$ cat src/ssp_init_defs.svh
// constants for the initiator transport control logic
`ifndef SSP_INIT_DEFS_SVH
`define SSP_INIT_DEFS_SVH
`define TAG_W        4
`define NUM_TAGS     4
`define OFS_W        24
`define LEN_W        24
`define ADDR_W       32
`define CDB_W        128
`define LUN_W        64
`define TMF_W        8
`define OFS_RESET    24'h000000
`endif

$ cat src/ssp_init_pkg.sv
// types shared by the initiator transport control logic
`include "ssp_init_defs.svh"
package ssp_init_pkg;
   // messages from a per-tag sender to the frame router
   typedef enum logic [3:0] {
      MSG_NONE,
      MSG_NEXUS_LOSS,
      MSG_TX_CMD_TIMEOUT,
      MSG_TX_CMD_NAK,
      MSG_TX_TASK_TIMEOUT,
      MSG_TX_TASK_NAK,
      MSG_TX_XRDY_BAD_LEN,
      MSG_TX_XRDY_BAD_OFS,
      MSG_TX_CANCEL_ACK,
      MSG_RX_DATA_OFS_ERR,
      MSG_RX_TOO_MUCH_READ,
      MSG_RX_IU_TOO_SHORT,
      MSG_RX_CMD_TIMEOUT
   } sender_msg_t;

   // delivery result carried by a confirmation
   typedef enum logic [3:0] {
      DR_NONE,
      DR_ACKNAK_TIMEOUT,
      DR_NAK_RECEIVED,
      DR_XRDY_BAD_LEN,
      DR_XRDY_BAD_OFS,
      DR_CANCEL_ACK,
      DR_DATA_OFS_ERR,
      DR_TOO_MUCH_READ,
      DR_IU_TOO_SHORT
   } delivery_t;

   typedef enum logic [1:0] {
      CONF_NONE,
      CONF_CMD_COMPLETE,
      CONF_TMF_EXECUTED
   } conf_kind_t;

   typedef struct packed {
      logic [`TAG_W-1:0] tag;
      sender_msg_t       msg;
   } sender_report_t;

   typedef struct packed {
      logic [`TAG_W-1:0] tag;
      conf_kind_t        kind;
      delivery_t         result;
   } confirm_t;

   typedef struct packed {
      logic [`LUN_W-1:0]  lun;
      logic [`CDB_W-1:0]  cdb;
      logic [`ADDR_W-1:0] wbuf_addr;
      logic [`LEN_W-1:0]  wbuf_size;
      logic [`LEN_W-1:0]  rbuf_size;
   } command_args_t;

   typedef struct packed {
      logic [`LUN_W-1:0] lun;
      logic [`TMF_W-1:0] function_code;
      logic [`TAG_W-1:0] managed_tag;
   } task_args_t;

   typedef struct packed {
      logic [`OFS_W-1:0] req_offset;
      logic [`LEN_W-1:0] wr_length;
   } xfer_ready_args_t;
endpackage

$ cat src/ssp_initiator_transport_fsm.sv
// frame router with one per-tag sender for each of tags 0 to 3
`include "ssp_init_defs.svh"
// Operation
// - nexus loss message raises nexus-loss event
// - command ack/nak timeout gives command confirmation
// - command NAK gives command confirmation, NAK
// - task timeout gives task-executed confirmation
// - task NAK gives task-executed confirmation, NAK
// - bad write length gives command confirmation
// - requested offset error gives command confirmation
// - cancel acknowledged gives command confirmation
// - data offset error gives command confirmation
// - too much read data gives confirmation
// - short information unit gives confirmation
// - every error confirmation carries the tag
// - accept request forwarded to port layer; reject forwarded only when accept is not raised in the same cycle
// - hard reset raises transport-reset event
// - cancel request sends cancel to sender
// - sender has six states, idle first
// - sender starts idle after power on
// - hard reset returns sender to idle
// - sender keeps two buffer offset variables
// - sender keeps command, task, ready arguments
// - idle entry clears both buffer offsets
// - send-command moves idle to prepare-command
// - send-task moves idle to prepare-task
// - requests routed to sender chosen by tag
module ssp_initiator_transport_fsm (
   input  wire logic                           clock,
   input  wire logic                           resetn,
   input  wire logic                           send_cmd_req,
   input  wire logic                           send_task_req,
   input  wire logic [`TAG_W-1:0]              req_tag,
   input  wire ssp_init_pkg::command_args_t    cmd_args,
   input  wire ssp_init_pkg::task_args_t       task_args,
   input  wire logic                           xrdy_arrived,
   input  wire ssp_init_pkg::xfer_ready_args_t xrdy_args,
   input  wire logic                           cancel_req,
   input  wire logic [`TAG_W-1:0]              cancel_tag,
   input  wire logic [`NUM_TAGS-1:0]           step_done,
   input  wire logic                           report_valid,
   input  wire ssp_init_pkg::sender_report_t   report,
   input  wire logic                           accept_req,
   input  wire logic                           reject_req,
   input  wire logic                           hard_reset_rcvd,
   output logic                                confirm_valid,
   output ssp_init_pkg::confirm_t              confirm,
   output logic                                nexus_loss_event,
   output logic [`TAG_W-1:0]                   nexus_loss_tag,
   output logic                                transport_reset_event,
   output logic                                port_accept,
   output logic                                port_reject,
   output logic [`NUM_TAGS-1:0]                sender_busy,
   output logic [3*`NUM_TAGS-1:0]              sender_states
);
   // map a sender message to a confirmation kind and result
   function automatic ssp_init_pkg::confirm_t map_msg(
      input ssp_init_pkg::sender_report_t r);
      ssp_init_pkg::confirm_t c;
      c.tag    = r.tag;
      c.kind   = ssp_init_pkg::CONF_CMD_COMPLETE;
      c.result = ssp_init_pkg::DR_NONE;
      unique case (r.msg)
         ssp_init_pkg::MSG_TX_CMD_TIMEOUT,
         ssp_init_pkg::MSG_RX_CMD_TIMEOUT:
            c.result = ssp_init_pkg::DR_ACKNAK_TIMEOUT;
         ssp_init_pkg::MSG_TX_CMD_NAK:
            c.result = ssp_init_pkg::DR_NAK_RECEIVED;
         ssp_init_pkg::MSG_TX_TASK_TIMEOUT: begin
            c.kind   = ssp_init_pkg::CONF_TMF_EXECUTED;
            c.result = ssp_init_pkg::DR_ACKNAK_TIMEOUT;
         end
         ssp_init_pkg::MSG_TX_TASK_NAK: begin
            c.kind   = ssp_init_pkg::CONF_TMF_EXECUTED;
            c.result = ssp_init_pkg::DR_NAK_RECEIVED;
         end
         ssp_init_pkg::MSG_TX_XRDY_BAD_LEN:
            c.result = ssp_init_pkg::DR_XRDY_BAD_LEN;
         ssp_init_pkg::MSG_TX_XRDY_BAD_OFS:
            c.result = ssp_init_pkg::DR_XRDY_BAD_OFS;
         ssp_init_pkg::MSG_TX_CANCEL_ACK:
            c.result = ssp_init_pkg::DR_CANCEL_ACK;
         ssp_init_pkg::MSG_RX_DATA_OFS_ERR:
            c.result = ssp_init_pkg::DR_DATA_OFS_ERR;
         ssp_init_pkg::MSG_RX_TOO_MUCH_READ:
            c.result = ssp_init_pkg::DR_TOO_MUCH_READ;
         ssp_init_pkg::MSG_RX_IU_TOO_SHORT:
            c.result = ssp_init_pkg::DR_IU_TOO_SHORT;
         default: begin
            c.kind   = ssp_init_pkg::CONF_NONE;
            c.result = ssp_init_pkg::DR_NONE;
         end
      endcase
      return c;
   endfunction

   // one-hot select from a tag; reused for requests and cancels
   function automatic logic [`NUM_TAGS-1:0] tag_sel(
      input logic [`TAG_W-1:0] t);
      tag_sel = '0;
      for (int i = 0; i < `NUM_TAGS; i++) begin
         if (t == `TAG_W'(i)) tag_sel[i] = 1'b1;
      end
   endfunction

   // frame router: one-state machine, all outputs registered; confirm and nexus_loss_tag hold their last value
   typedef enum logic {frame_router_fsm} router_state_t;

   router_state_t          router_r, router_nxt;
   logic                   conf_v_r, conf_v_nxt;
   ssp_init_pkg::confirm_t conf_r, conf_nxt;
   logic                   nl_r, nl_nxt;
   logic [`TAG_W-1:0]      nl_tag_r, nl_tag_nxt;
   logic                   tr_r, tr_nxt;
   logic                   acc_r, acc_nxt, rej_r, rej_nxt;

   always_comb begin
      ssp_init_pkg::confirm_t m;
      m          = map_msg(report);
      router_nxt = router_r;
      conf_v_nxt = 1'b0;
      conf_nxt   = conf_r;
      nl_nxt     = 1'b0;
      nl_tag_nxt = nl_tag_r;
      tr_nxt     = hard_reset_rcvd;
      acc_nxt    = accept_req;
      rej_nxt    = reject_req && !accept_req;
      unique case (router_r)
         frame_router_fsm: begin
            if (report_valid) begin
               if (report.msg == ssp_init_pkg::MSG_NEXUS_LOSS) begin
                  nl_nxt     = 1'b1;
                  nl_tag_nxt = report.tag;
               end else if (m.kind != ssp_init_pkg::CONF_NONE) begin
                  conf_v_nxt = 1'b1;
                  conf_nxt   = m;
               end
            end
         end
      endcase
   end

   always_ff @(posedge clock or negedge resetn) begin
      if (!resetn) begin
         router_r <= frame_router_fsm;
         conf_v_r <= 1'b0;
         conf_r   <= '0;
         nl_r     <= 1'b0;
         nl_tag_r <= '0;
         tr_r     <= 1'b0;
         acc_r    <= 1'b0;
         rej_r    <= 1'b0;
      end else begin
         router_r <= router_nxt;
         conf_v_r <= conf_v_nxt;
         conf_r   <= conf_nxt;
         nl_r     <= nl_nxt;
         nl_tag_r <= nl_tag_nxt;
         tr_r     <= tr_nxt;
         acc_r    <= acc_nxt;
         rej_r    <= rej_nxt;
      end
   end

   assign confirm_valid         = conf_v_r;
   assign confirm               = conf_r;
   assign nexus_loss_event      = nl_r;
   assign nexus_loss_tag        = nl_tag_r;
   assign transport_reset_event = tr_r;
   assign port_accept           = acc_r;
   assign port_reject           = rej_r;

   logic [`NUM_TAGS-1:0] req_sel, cancel_sel;
   assign req_sel    = tag_sel(req_tag);
   assign cancel_sel = cancel_req ? tag_sel(cancel_tag) : '0;

   // a command wins if both request strobes arrive together
   for (genvar g = 0; g < `NUM_TAGS; g++) begin : g_sender
      logic [2:0] st;
      per_tag_sender u_sender (
         .clock        (clock),
         .resetn       (resetn),
         .hard_reset   (hard_reset_rcvd),
         .send_cmd     (send_cmd_req && req_sel[g]),
         .send_task    (send_task_req && req_sel[g]),
         .cmd_args     (cmd_args),
         .task_args    (task_args),
         .xrdy_arrived (xrdy_arrived && req_sel[g]),
         .xrdy_args    (xrdy_args),
         .cancel       (cancel_sel[g]),
         .step_done    (step_done[g]),
         .state_code   (st),
         .busy         (sender_busy[g]),
         .rbuf_offset  (),
         .wbuf_offset  (),
         .cmd_held     (),
         .task_held    (),
         .xrdy_held    ()
      );
      assign sender_states[3*g +: 3] = st;
   end
endmodule // ssp_initiator_transport_fsm

$ cat src/per_tag_sender.sv
// per-tag sender state machine with its variables and arguments
`include "ssp_init_defs.svh"
module per_tag_sender (
   input  wire logic                           clock,
   input  wire logic                           resetn,
   input  wire logic                           hard_reset,
   input  wire logic                           send_cmd,
   input  wire logic                           send_task,
   input  wire ssp_init_pkg::command_args_t    cmd_args,
   input  wire ssp_init_pkg::task_args_t       task_args,
   input  wire logic                           xrdy_arrived,
   input  wire ssp_init_pkg::xfer_ready_args_t xrdy_args,
   input  wire logic                           cancel,
   input  wire logic                           step_done,
   output logic [2:0]                          state_code,
   output logic                                busy,
   output logic [`OFS_W-1:0]                   rbuf_offset,
   output logic [`OFS_W-1:0]                   wbuf_offset,
   output ssp_init_pkg::command_args_t         cmd_held,
   output ssp_init_pkg::task_args_t            task_held,
   output ssp_init_pkg::xfer_ready_args_t      xrdy_held
);
   typedef enum logic [2:0] {
      idle_start_state,
      send_frame_state,
      prepare_command_state,
      prepare_task_state,
      prepare_write_state,
      receive_read_state
   } sender_state_t;

   sender_state_t                  state_r, state_nxt;
   logic [`OFS_W-1:0]              rofs_r, rofs_nxt, wofs_r, wofs_nxt;
   ssp_init_pkg::command_args_t    cmd_r, cmd_nxt;
   ssp_init_pkg::task_args_t       task_r, task_nxt;
   ssp_init_pkg::xfer_ready_args_t xrdy_r, xrdy_nxt;

   always_comb begin
      state_nxt = state_r;
      rofs_nxt  = rofs_r;
      wofs_nxt  = wofs_r;
      cmd_nxt   = cmd_r;
      task_nxt  = task_r;
      xrdy_nxt  = xrdy_r;
      if (xrdy_arrived) begin
         xrdy_nxt = xrdy_args;
      end
      unique case (state_r)
         idle_start_state: begin
            rofs_nxt = `OFS_RESET;
            wofs_nxt = `OFS_RESET;
            if (send_cmd) begin
               cmd_nxt   = cmd_args;
               state_nxt = prepare_command_state;
            end else if (send_task) begin
               task_nxt  = task_args;
               state_nxt = prepare_task_state;
            end
         end
         // detailed frame work of these states lives outside this block
         prepare_command_state,
         prepare_task_state,
         prepare_write_state,
         receive_read_state: begin
            if (step_done) state_nxt = send_frame_state;
         end
         send_frame_state: begin
            if (step_done || cancel) state_nxt = idle_start_state;
         end
      endcase
      if (hard_reset) begin
         state_nxt = idle_start_state;
         rofs_nxt  = `OFS_RESET;
         wofs_nxt  = `OFS_RESET;
      end
   end

   always_ff @(posedge clock or negedge resetn) begin
      if (!resetn) begin
         state_r <= idle_start_state;
         rofs_r  <= `OFS_RESET;
         wofs_r  <= `OFS_RESET;
         cmd_r   <= '0;
         task_r  <= '0;
         xrdy_r  <= '0;
      end else begin
         state_r <= state_nxt;
         rofs_r  <= rofs_nxt;
         wofs_r  <= wofs_nxt;
         cmd_r   <= cmd_nxt;
         task_r  <= task_nxt;
         xrdy_r  <= xrdy_nxt;
      end
   end

   assign state_code  = state_r;
   assign busy        = (state_r != idle_start_state);
   assign rbuf_offset = rofs_r;
   assign wbuf_offset = wofs_r;
   assign cmd_held    = cmd_r;
   assign task_held   = task_r;
   assign xrdy_held   = xrdy_r;
endmodule // per_tag_sender

$ cat config.mk
export PLATFORM = sky130hd
export DESIGN_NAME = ssp_initiator_transport_fsm
export DESIGN_NICKNAME = d
export VERILOG_FILES = /design/src/ssp_init_pkg.sv /design/src/ssp_initiator_transport_fsm.sv /design/src/per_tag_sender.sv
export VERILOG_INCLUDE_DIRS = /design/src
export SDC_FILE = /design/constraint.sdc
export NUM_CORES = 1
export LEC_CHECK = 0
export BUFFER_PORTS_ARGS = -buffer_cell sky130_fd_sc_hd__buf_2
export CORE_AREA = 2 2 177 179
export DETAILED_ROUTE_END_ITERATION = 10
export DIE_AREA = 0 0 179 181
export GPL_TIMING_DRIVEN = 1
export PLACE_DENSITY = 0.4
export SYNTH_ARGS = -nofsm -noshare
export SYNTH_HDL_FRONTEND = slang
export SYNTH_SLANG_ARGS = --single-unit
export TNS_END_PERCENT = 50
$ cat constraint.sdc
create_clock -name clock -period 3.57 [get_ports clock]
set_input_delay 0.1785 -clock clock [delete_from_list [all_inputs] [get_ports clock]]
set_output_delay 0.1785 -clock clock [all_outputs]
set_load 0.02 [all_outputs]
# Word level (Yosys, flattened, before mapping)
# Cells that the tools add are included.
# totals
register_bits,31
elab_cells,148
# op_classes
eq_ne,50
mux,45
bitwise_logic,1
reduce_logical,39
# ops
operator,count
two-way mux 3 bit,20
case mux 3 bit (3 select lines),4
case mux 4 bit (8 select lines),1
two-way mux 10 bit,3
== test 3 x 2 -> 1 bit (second input constant),8
== test 3 bit (second input constant),8
== test 4 x 2 -> 1 bit (second input constant),6
== test 4 bit (second input constant),5
== test 4 x 3 -> 1 bit (second input constant),4
!= test 4 x 2 -> 1 bit (second input constant),4
OR reduction 4 bit,4
AND reduction 3 bit,5
two-way mux 1 bit,13
== test 3 x 1 -> 1 bit (second input constant),4
== test 4 x 1 -> 1 bit (second input constant),3
zero test 3 bit,4
two-way mux 4 bit,3
!= test 3 x 2 -> 1 bit (second input constant),4
!= test 3 bit (second input constant),4
nonzero test 3 bit,4
logical AND 1 bit,9
OR reduction 9 bit,1
zero test 4 bit,2
logical OR 1 bit,4
other kinds (7),8

# Logic depth before layout (Yosys ltp)
# Gate-level depths: netlist of run 1.
# logic_depth
depth_word,7
ltp_mapped,5
depth_no_buf,4

# Hierarchy
# A second synthesis of run 1 with hierarchy kept.
# unflattened
hier_cells,3700
area_unflattened_um2,63121.8
# modules_own_cells
mod,instances,cells_each,area_each_um2,seq_area_each_um2
per_tag_sender,4,898,15508.6,9959.6
ssp_initiator_transport_fsm,1,108,1087.3,475.5

# Worst setup path after synthesis of run 1
# No wires, ideal clock.
# synth_path
path_kind,reg-to-reg
startpoint,reg g_sender[3].u_sender.state_r[1]
endpoint,reg g_sender[3].u_sender.state_r[0]
setup_time_ps,104
arrival_time_ps,1198
t_required_ps,3466
setup_slack_ps,2268
path_stages_with_launch,5
n_path_buf,0
cell_sequence,dfrtp_1 > or2_2 > nor2_1 > nand2_1 > a221oi_1
# synth_between
elab_chain_cells,4
elab_cells_between_ends,13
# synth_lines
item,line_no,source
from (decl),per_tag_sender.sv:32,"sender_state_t state_r, state_nxt;"
from (signal assigned),per_tag_sender.sv:80,state_r <= idle_start_state;
from (signal assigned),per_tag_sender.sv:87,state_r <= state_nxt;
== test 3 x 2 -> 1 bit / == test 3 bit (equally long branches),per_tag_sender.sv:48,unique case (state_r)
OR reduction 4 bit,per_tag_sender.sv:48,
!= test 3 bit (no line) / case mux 3 bit (3 select lines) (equally long branches),n/a,
AND reduction 3 bit (no line) / two-way mux 3 bit (equally long branches),n/a,
# Several ways; a longest one is shown, not always the timed one.
# A chain may end at the register's enable or synchronous reset.

# Final worst setup path of run 1
# layout_path
startpoint,reg g_sender[0].u_sender.state_r[0]
endpoint,out sender_busy[0]
# layout_between
elab_chain_cells,1
# layout_lines
item,line_no,source
from (decl),per_tag_sender.sv:32,
from (signal assigned),per_tag_sender.sv:80,
from (signal assigned),per_tag_sender.sv:87,
nonzero test 3 bit,per_tag_sender.sv:97,assign busy = (state_r != idle_start_state);
to (decl),ssp_initiator_transport_fsm.sv:53,"output logic [`NUM_TAGS-1:0] sender_busy,"
# Every way passes these cells.

==> impl_results.md, run 1 <==
- Mapped Avg Cell Area: 10.24 um2
- Int Power: 0.5715 mW
- Share of layout cells above drive strength 1: 0.4051
- Placed cell areas: 2140 um2
- CTS-repair resized insts: 0
- Worst setup path startpoint: g_sender[0].u_sender.state_code[0]$_DFFE_PN0P_
- Mapped Cells: 142
- Yosys top cell area share: 0.4647
- Post-place setup slack: 1882 ps
- Initial core utilization: 0.04791
- Worst Max-Slew Pin Slew: 727.3 ps
- CTS tree: yes
- Outcome: finished, final reports clean
- CP Class: flop to primary output
- Static leakage: 0.9227 nW
- Slew HR: 0.5151
- Crit. End Element: primary output
- Final WL: 4376 um
- Clock buffer depth: 2
- CTS root buffer: clkbuf_16
- Die W: 179 um
- DRT iter0 DRCs: 27
- Chip height: 181 um
- PD cells: 378.4 nW/um2
- IR drop worst, VDD: 148.9 uV
- # nets final: 622
- DR pass1 iterations: 4
- DR WL/cell: 7.404 um
- Total number of vias: 1,244
- Largest fanout on the critical path: 3
- Setup TNS: 0 ps
- Final Util: 0.07343
- DRC viols: 0
- Final setup fails: 0
- R2R Path Start: g_sender[3].u_sender.state_code[1]$_DFFE_PN0P_
- Die area: 32,400 um2
- Leading area contributor after synthesis: dfrtp_1
- Max Freq: 733.3 MHz
- P_sw: 0.2718 mW
- Dominant synthesized flop cell: dfrtp_1
- Buffers added on ports: 59
- Row count: 64
- Worst path required time: 3390 ps
- Mapped Area: 1454 um2
- Data arrival, critical path: 1190 ps
- Crit path launch type: flop
- Seq pwr share: 0.427
- Ys async rst share: 1.000
- Fin crit period: 1364 ps
- GRT overflow: 0
- Final worst setup slack: 2206 ps
- Area contributors post-synth: dfrtp_1 46%, buf_4 4.6%, a21oi_1 4.1%
- Total power: 0.8433 mW
- CTS Sinks: 27
- Post-DRT Antenna Nets: 0
- Final Cycle Share: 0.3820
- DP Wirelength: 3349 um
- Sequential fraction of the synthesis area: 0.4647
- Core ar.: 30,350 um2
- Clk Latency, worst-skew pair: 270 ps
- Sw Ratio: 0.3223
- Layout area overhead: 53.27%
- FILL cells: 3,549
- Pin count of the biggest net entering global routing: 28
- Number of enable flip-flop cells after synthesis: 0
- Design area: 2228 um2
- Clock Skew: 0.5952 ps
- Worst min path class: primary input to flop
- CTS Buf Count: 3
- Hold Startpoint: accept_req
- Hold bufs inserted after CTS: 1
- # Max-Cap Violations: 0
- Reg2Reg Setup Slack: 2230 ps
- Post-CTS Setup Inserts: 0
- Yosys reg bits: 27
- Yosys cell types: 41
- GP Congestion: 0.7338
- Initial antenna violation count: 0
- Vias in the first global route: 1,072
- Final Hold Fails: 0
- Logic pwr share: 0.240
- Vias per inst: 2.105
- # diodes: 0
- Syn. warnings: 0
- Final Slew Violations: 0
- CTS clk-pin slew, worst paths: 80 ps
- I/O Pins: 461
- H-tree levels: 1
- RSZ-0062 raised after global routing: no
- First-pass GRT wire length: 6334 um
- Clock Power Share: 0.333
- Total GRT Usage: 0.02630
stage by stage:
stage          hold slack, ps  cells
4_1_cts                 6.433    591
3_3_place_gp            298.3    586
3_5_place_dp            295.3    586
6_report                23.25    591
2_1_floorplan          -117.1    145
5_1_grt                 13.03    591
path summary, 6_finish.rpt:
kind | end | depth (start not counted)
min in group asynchronous | g_sender[3].u_sender.state_code[1]$_DFFE_PN0P_ | 2
worst min register to register | confirm[5]$_DFFE_PN0P_ | 1
worst min-delay path | port_accept$_DFF_PN0_ | 1
worst max register to register | g_sender[3].u_sender.state_code[0]$_DFFE_PN0P_ | 4
worst max-delay path | sender_busy[0] | 2
max in group asynchronous | nexus_loss_tag[2]$_DFFE_PN0P_ | 2
cells in the mapped netlist, types with 3 or more instances:
cell type,count
dfrtp_1,27
nor2_1,16
a21oi_1,12
buf_4,9
inv_1,9
nand2_1,8
buf_6,4
mux2_2,4
mux2_4,4
nor2b_1,4
nand2b_1,3
nand3_1,3
nor3_1,3
o22ai_1,3
cells by family (layout without fill, tap and decap cells):
| group | count (synthesis) | after routing | synth area share |
|---|---|---|---|
| mux | 9 | 9 | 0.07917 |
| flops | 27 | 27 | 0.4647 |
| buf+inv | 23 | 73 | 0.1033 |
| simple gates | 48 | 48 | 0.1816 |
| compound gates | 34 | 34 | 0.1687 |
| other cells | 1 | 4 | 0.002579 |
sequential cells by signal, indices dropped and copies added, names as in the netlist:
register	count
confirm	10
g_sender.u_sender.state_code	8
nexus_loss_tag	4
confirm_valid	1
nexus_loss_event	1
port_accept	1
port_reject	1
transport_reset_event	1
placed cells by master, fill, tap and decap left out, types with 2 or more instances in the layout:
| cell | Yosys | final |
|---|---|---|
| buf_2 | 0 | 59 |
| dfrtp_1 | 27 | 27 |
| nor2_1 | 16 | 16 |
| a21oi_1 | 12 | 12 |
| inv_1 | 9 | 9 |
| nand2_1 | 8 | 8 |
| nor2b_1 | 4 | 4 |
| mux2_2 | 4 | 4 |
| mux2_4 | 4 | 4 |
| conb_1 | 1 | 4 |
| nor3_1 | 3 | 3 |
| o22ai_1 | 3 | 3 |
| nand3_1 | 3 | 3 |
| nand2b_1 | 3 | 3 |
| clkbuf_16 | 0 | 3 |
| or2_2 | 2 | 2 |
| a32oi_1 | 2 | 2 |
| o21ai_0 | 2 | 2 |
| a211oi_1 | 2 | 2 |
| o31ai_1 | 2 | 2 |
| nor4b_1 | 2 | 2 |
critical path, cell delays in order, from the launching register on:
cell and delay (ps):
dfrtp_1 400, or2_2 340, buf_2 170
per-layer routing:
metal  wire length, um  GRT usage  up-vias
met2              1715    0.03723       58
li1                  -          -      595
met5                 0          0        -
met4                12   0.002927        0
met3               490    0.01347        2
met1              2157    0.03636      589
layout make-up:
cell class                      instances  area [um2]  share of cell area
Sequential cell                        27       675.6              0.3032
Multi-Input combinational cell         95       639.4              0.2869
Tap cell                              396       495.5              0.2223
Timing Repair Buffer                   60       305.3              0.1370
Clock buffer                            4       78.83             0.03537
Inverter                                9       33.78             0.01516
power groups by stage:
stage | clock (mW) | sequential (mW) | combinational (mW)
after global placement | 0 | 0.365 | 0.205
final | 0.281 | 0.360 | 0.203
after global routing | 0.312 | 0.366 | 0.222
after floorplan | 0 | 0.405 | 0.0939
after detailed placement | 0 | 0.365 | 0.206
after CTS | 0.306 | 0.360 | 0.206
No activity file was read; power rests on OpenSTA's default activity.
==> inputs of run 2 (changes only) <==
--- a/config.mk
+++ b/config.mk
@@ -6,12 +6,13 @@
 export SDC_FILE = /design/constraint.sdc
 export NUM_CORES = 1
 export LEC_CHECK = 0
+export ABC_AREA = 1
 export BUFFER_PORTS_ARGS = -buffer_cell sky130_fd_sc_hd__buf_2
-export CORE_AREA = 2 2 177 179
+export CORE_AREA = 2 2 182 184
 export DETAILED_ROUTE_END_ITERATION = 10
-export DIE_AREA = 0 0 179 181
+export DIE_AREA = 0 0 184 186
 export GPL_TIMING_DRIVEN = 1
-export PLACE_DENSITY = 0.4
+export PLACE_DENSITY = 0.39
 export SYNTH_ARGS = -nofsm -noshare
 export SYNTH_HDL_FRONTEND = slang
 export SYNTH_SLANG_ARGS = --single-unit
==> constraint.sdc (replaced) <==
create_clock -name clock -period 1.2 [get_ports clock]
set_input_delay 0.06 -clock clock [delete_from_list [all_inputs] [get_ports clock]]
set_output_delay 0.06 -clock clock [all_outputs]
set_load 0.02 [all_outputs]
==> impl_results.md, run 2 <==
- Clk Latency, worst-skew pair: 270 ps (about the same)
- Ys async rst share: 1.000 (unchanged)
- RSZ-0062 raised after global routing: yes (was no)
- Yosys cell types: 25 (was 41)
- Crit. End Element: primary output (unchanged)
- First-pass GRT wire length: 7314 um (was 6334 um)
- Post-place setup slack: 31.81 ps (was 1882 ps)
- H-tree levels: 1 (unchanged)
- DRT iter0 DRCs: 28 (was 27)
- Final Cycle Share: 0.9631
- Final setup fails: 0 (unchanged)
- Yosys reg bits: 27 (unchanged)
- Core ar.: 32,210 um2 (was 30,350 um2)
- # Max-Cap Violations: 0 (unchanged)
- Initial core utilization: 0.04565 (was 0.04791)
- Worst path required time: 1140 ps (was 3390 ps)
- Reg2Reg Setup Slack: 60 ps (was 2230 ps)
- Final Hold Fails: 0 (unchanged)
- GP Congestion: 0.6955 (was 0.7338)
- Clock Power Share: 0.210 (was 0.333)
- Number of enable flip-flop cells after synthesis: 0 (unchanged)
- Row count: 66 (was 64)
- Commonest non-fill, non-tap cell in the layout: buf_2 (unchanged)
- Final Slew Violations: 0 (unchanged)
- CTS Buf Count: 3 (unchanged)
- Total GRT Usage: 0.02874 (was 0.02630)
- Largest register FFs: 10 (unchanged)
- Share of layout cells above drive strength 1: 0.4176 (was 0.4051)
- Area contributors post-synth: dfrtp_1 46%, nand2_1 12%, nor2_1 5.9% (was dfrtp_1 46%, buf_4 4.6%, a21oi_1 4.1%)
- Placed cell areas: 2305 um2 (was 2140 um2)
- # diodes: 0 (unchanged)
- P_sw: 1.680 mW (was 0.2718 mW)
- Hold Worst Slack: 31.13 ps (was 23.25 ps)
- Die W: 184 um (was 179 um)
- Leading area contributor after synthesis: dfrtp_1 (unchanged)
- Pin count of the biggest net entering global routing: 28 (unchanged)
- Outcome: finished, final reports clean (unchanged)
- Commonest non-fill, non-tap cells in the layout: 58 x buf_2, 45 x nand2_1, 26 x dfrtp_1 (was 59 x buf_2, 27 x dfrtp_1, 16 x nor2_1)
- Post-DRT Antenna Nets: 0 (unchanged)
- Layout area overhead: 71.66% (was 53.27%)
- Seq pwr share: 0.311 (was 0.427)
- Syn. warnings: 0 (unchanged)
- Final WL: 4842 um (was 4376 um)
- Crit path launch type: flop (unchanged)
- CTS root buffer: clkbuf_16 (unchanged)
- Sw Ratio: 0.4120 (was 0.3223)
- CTS tree: yes (unchanged)
- Mapped Avg Cell Area: 7.820 um2 (was 10.24 um2)
- CTS Sinks: 27 (unchanged)
- Die area: 34,220 um2 (was 32,400 um2)
- CP Class: flop to primary output (unchanged)
- Data arrival, critical path: 1100 ps (was 1190 ps)
- # nets final: 688 (was 622)
- Design area: 2524 um2 (was 2228 um2)
- Buffers added on ports: 59 (unchanged)
- Hold path cells: 3 (was 1)
- DP Wirelength: 3886 um (was 3349 um)
- Final worst setup slack: 44.28 ps (was 2206 ps)
- Clock Skew: 0.3834 ps (was 0.5952 ps)
- Static leakage: 1.115 nW (was 0.9227 nW)
- PD cells: 1616 nW/um2 (was 378.4 nW/um2)
- Dpl cells: 658 (was 586)
- CTS clk-pin slew, worst paths: 80 ps (about the same)
- I/O Pins: 461 (unchanged)
- Yosys top cell area share: 0.4596 (was 0.4647)
- Vias in the first global route: 1,334 (was 1,072)
- Fin cells: 669 (was 591)
- Chip height: 186 um (was 181 um)
- DR pass1 iterations: 4 (unchanged)
- Max Freq: 865.3 MHz
- Total number of vias: 1,413 (was 1,244)
- Initial antenna violation count: 1 (was 0)
- Largest fanout on the critical path: 2 (was 3)
- Worst min path class: primary input to flop (unchanged)
- Mapped Area: 1470 um2 (was 1454 um2)
- Dominant synthesized flop cell: dfrtp_1 (unchanged)
- Setup TNS: 0 ps (unchanged)
- Clock buffer depth: 2 (unchanged)
- Worst reg-to-reg path cell count: 7 (was 4)
- DR WL/cell: 7.238 um (was 7.404 um)
- Logic pwr share: 0.479 (was 0.240)
- GRT overflow: 0 (unchanged)
- Top cells by count, synth: 48 x nand2_1, 27 x dfrtp_1, 23 x nor2_1 (was 27 x dfrtp_1, 16 x nor2_1, 12 x a21oi_1)
- Sequential fraction of the synthesis area: 0.4596 (was 0.4647)
- Fin crit period: 1156 ps
- Vias per inst: 2.112 (was 2.105)
- Most instantiated library cell after synthesis: nand2_1 (was dfrtp_1)
- Int Power: 2.398 mW (was 0.5715 mW)
- Mapped Cells: 188 (was 142)
- DRC viols: 0 (unchanged)
- IR drop worst, VDD: 517.5 uV (was 148.9 uV)
## run 2: area by class of cell
type / count / area [um2]
Multi-Input combinational cell: 130 / 690.7
Inverter: 24 / 92.59
Fill cell: 3826 / 29680
Sequential cell: 27 / 676.9
Timing Repair Buffer: 76 / 469.2
Clock buffer: 3 / 75.07
Tap cell: 408 / 510.5
Clock inverter: 1 / 8.758
## run 2: stage by stage
step                total power [mW]     util
global placement               2.961  0.07156
finish                         4.078  0.07836
floorplan                      2.302        -
detailed placement             2.953  0.07156
global route                   4.415  0.07836
CTS                            4.029  0.07634
## run 2: kinds of logic (layout without fill, tap and decap cells)
kind of cell | count (synthesis) | after routing | synth area share
other cells | 1 | 4 | 0.002551
simple gates | 106 | 106 | 0.3345
flops | 27 | 27 | 0.4596
compound gates | 20 | 20 | 0.08426
buf+inv | 34 | 104 | 0.1192
## run 2: critical path, cell delays in order (launching register included)
cell and delay, ps:
dfrtp_1 390, nor2_2 140, inv_2 50, buf_6 120, buf_6 120
## run 2: power groups by stage
stage	Combinational (mW)	Clock [mW]	Sequential [mW]
2_1_floorplan	0.807	0	1.49
5_1_grt	2.16	0.952	1.30
3_5_place_dp	1.72	0	1.23
4_1_cts	1.88	0.927	1.22
6_report	1.95	0.857	1.27
3_3_place_gp	1.73	0	1.23
## run 2: what timing repair did
item	CTS	global route
endpoints found under the setup margin	3	11
hold buffers	3	0
pin swaps	1	10
gates resized for setup	7	19
hold endpoints to repair	29	0
setup buffers	3	2
## run 2: path summary, 6_finish.rpt
check	start	end
setup / recovery	g_sender[3].u_sender.state_code[1]$_DFFE_PN0P_	sender_busy[3]
hold / removal	report[4]	confirm[6]$_DFFE_PN0P_
setup reg to reg	g_sender[3].u_sender.state_code[1]$_DFFE_PN0P_	g_sender[3].u_sender.state_code[0]$_DFFE_PN0P_
hold reg to reg	confirm[1]$_DFFE_PN0P_	confirm[1]$_DFFE_PN0P_
max in group asynchronous	resetn	g_sender[0].u_sender.state_code[1]$_DFFE_PN0P_
min in group asynchronous	resetn	nexus_loss_tag[0]$_DFFE_PN0P_
## run 2: per-layer routing
layer / up-vias / global-route usage / routed length (um)
met5: - / 0 / 13
met4: 2 / 0.003840 / 16
met3: 4 / 0.01780 / 576
met2: 62 / 0.04060 / 1831
met1: 615 / 0.03756 / 2404
li1: 730 / - / -
==> inputs of run 3 (changes only) <==
--- a/config.mk
+++ b/config.mk
@@ -6,13 +6,14 @@
 export SDC_FILE = /design/constraint.sdc
 export NUM_CORES = 1
 export LEC_CHECK = 0
-export ABC_AREA = 1
 export BUFFER_PORTS_ARGS = -buffer_cell sky130_fd_sc_hd__buf_2
-export CORE_AREA = 2 2 182 184
+export CELL_PAD_IN_SITES_DETAIL_PLACEMENT = 1
+export CELL_PAD_IN_SITES_GLOBAL_PLACEMENT = 1
+export CORE_AREA = 2 2 181 183
 export DETAILED_ROUTE_END_ITERATION = 10
-export DIE_AREA = 0 0 184 186
+export DIE_AREA = 0 0 183 185
 export GPL_TIMING_DRIVEN = 1
-export PLACE_DENSITY = 0.39
+export PLACE_DENSITY = 0.58
 export SYNTH_ARGS = -nofsm -noshare
 export SYNTH_HDL_FRONTEND = slang
 export SYNTH_SLANG_ARGS = --single-unit
==> impl_results.md, run 3 (synthesis gave the netlist of run 1 again) <==
- Fin cells: 629 (was 669)
- Post-place setup slack: -57.82 ps (was 31.81 ps)
- Largest register FFs: 10 (unchanged)
- Final worst setup slack: 31.45 ps (was 44.28 ps)
- DP Wirelength: 4122 um (was 3886 um)
- Sequential cell area: 678.2 um2 (was 676.9 um2)
- Initial core utilization: 0.04538 (was 0.04565)
- PD cells: 1045 nW/um2 (was 1616 nW/um2)
- Share of layout cells above drive strength 1: 0.5068 (was 0.4176)
- Worst min path class: primary input to flop (unchanged)
- First-pass GRT wire length: 7555 um (was 7314 um)
- GP Congestion: 0.7285 (was 0.6955)
- RSZ-0062 raised after global routing: yes (unchanged)
- CP Class: flop to primary output (unchanged)
- Crit path launch type: flop (unchanged)
- Setup TNS: 0 ps (unchanged)
- DRT iter0 DRCs: 35 (was 28)
- Buffers added on ports: 59 (unchanged)
- Pin count of the biggest net entering global routing: 17 (was 28)
- CTS Sinks: 27 (unchanged)
- Die W: 183 um (was 184 um)
- Post-DRT Antenna Nets: 0 (unchanged)
- I/O Pins: 461 (unchanged)
- Total GRT Usage: 0.02969 (was 0.02874)
- Die area: 33,860 um2 (was 34,220 um2)
- GRT overflow: 0 (unchanged)
- Vias in the first global route: 1,382 (was 1,334)
- Data arrival, critical path: 1110 ps (was 1100 ps)
- Crit. End Element: primary output (unchanged)
- Clock Skew: 0.2998 ps (was 0.3834 ps)
- Layout area overhead: 72.38% (was 71.66%)
- # Max-Cap Violations: 0 (unchanged)
- CTS root buffer: clkbuf_16 (unchanged)
- FILL cells: 3,822 (was 3,826)
- Core ar.: 32,040 um2 (was 32,210 um2)
- Area taken by multi-input logic gates: 670.6 um2 (was 690.7 um2)
- Final Hold Fails: 0 (unchanged)
- Final setup fails: 0 (unchanged)
- Commonest non-fill, non-tap cells in the layout: 58 x buf_2, 25 x dfrtp_1, 24 x buf_4 (was 58 x buf_2, 45 x nand2_1, 26 x dfrtp_1)
- Total number of vias: 1,340 (was 1,413)
- Final Slew Violations: 0 (unchanged)
- Largest fanout on the critical path: 2 (unchanged)
- Commonest non-fill, non-tap cell in the layout: buf_2 (unchanged)
- Initial antenna violation count: 0 (was 1)
- Final Util: 0.07822 (was 0.07836)
- IR drop worst, VDD: 463.0 uV (was 517.5 uV)
- Vias per inst: 2.130 (was 2.112)
- Clk Latency, worst-skew pair: 270 ps (about the same)
- DR pass1 iterations: 3 (was 4)
- Final WL: 4982 um (was 4842 um)
- DRC viols: 0 (unchanged)
- CTS clk-pin slew, worst paths: 80 ps (about the same)
- # diodes: 0 (unchanged)
- H-tree levels: 1 (unchanged)
- Clock buffer depth: 2 (unchanged)
- Outcome: finished, final reports clean (unchanged)
- Worst path required time: 1140 ps (about the same)
- Chip height: 185 um (was 186 um)
- Dpl cells: 622 (was 658)
- Final Cycle Share: 0.9738 (was 0.9631)
- Row count: 66 (unchanged)
- Fin crit period: 1169 ps (was 1156 ps)
- DR WL/cell: 7.921 um (was 7.238 um)
- Static leakage: 1.057 nW (was 1.115 nW)
- # nets final: 648 (was 688)
- Max Freq: 855.8 MHz (was 865.3 MHz)
- CTS Buf Count: 3 (unchanged)
- CTS tree: yes (unchanged)
-- run 3: changes by cell type in the layout (fill, tap and decap cells not counted), sizes merged, moves of 3 or more --
cell and delta:
nand2b +3, nand2 -42, mux2 +8, nor2b +4
a21oi +11, nor2 -10, buf +11, nand3 -10
nand4 -5, o21ai -13, inv -15, o22ai +3
-- run 3: final cells by class --
cell class / instances / share of cell area
Clock buffer: 3 / 0.02996
Multi-Input combinational cell: 95 / 0.2676
Sequential cell: 27 / 0.2706
Tap cell: 408 / 0.2037
Timing Repair Buffer: 86 / 0.2117
Clock inverter: 1 / 0.002996
Inverter: 9 / 0.01348
-- run 3: worst paths after layout --
check,depth (start not counted),slack [ps],end,startpoint
setup / recovery,2,30,sender_busy[3],g_sender[3].u_sender.state_code[0]$_DFFE_PN0P_
hold / removal,2,20,confirm[7]$_DFFE_PN0P_,report[5]
setup reg to reg,4,50,g_sender[3].u_sender.state_code[0]$_DFFE_PN0P_,g_sender[3].u_sender.state_code[0]$_DFFE_PN0P_
hold reg to reg,1,500,confirm[5]$_DFFE_PN0P_,confirm[5]$_DFFE_PN0P_
max in group asynchronous,3,550,g_sender[3].u_sender.state_code[0]$_DFFE_PN0P_,resetn
min in group asynchronous,2,210,g_sender[1].u_sender.state_code[1]$_DFFE_PN0P_,resetn
-- run 3: timing repair --
| item | CTS | global route |
|---|---|---|
| pin swaps | 0 | 4 |
| endpoints found under the hold margin | 12 | 0 |
| buffers inserted | 1 | 0 |
| gates resized for setup | 4 | 4 |
| setup endpoints to repair | 3 | 4 |
| hold buffers | 2 | 0 |
-- run 3: worst max-delay path, cell delays in order, from the launching register on --
cell     delay [ps]
dfrtp_2         410
or2_4           270
buf_2           160
-- run 3: power by group --
part / internal, mW / leakage, nW / total (mW) / switching [mW]
Combinational: 0.306 / 0.683 / 0.700 / 0.394
Sequential: 1.01 / 0.337 / 1.07 / 0.0618
Clock: 0.456 / 0.0371 / 0.849 / 0.393
-- run 3: metrics by stage --
stage | power, mW | hold slack [ps] | cell area [um2]
6_report | 2.618 | 24.98 | 2506
4_1_cts | 2.717 | 11.05 | 2491
3_5_place_dp | 1.788 | 1.732 | 2371
2_1_floorplan | 1.488 | -235.6 | 1476
5_1_grt | 2.815 | 28.67 | 2506
3_3_place_gp | 1.774 | -1.838 | 2371
-- run 3: routing by layer --
| metal | global-route usage | vias to the layer above | share of wire |
|---|---|---|---|
| li1 | - | 645 | - |
| met5 | 0 | - | 0 |
| met2 | 0.04485 | 53 | 0.43 |
| met3 | 0.01258 | 2 | 0.070 |
| met1 | 0.04086 | 640 | 0.50 |
| met4 | 0.001920 | 0 | 0.00080 |
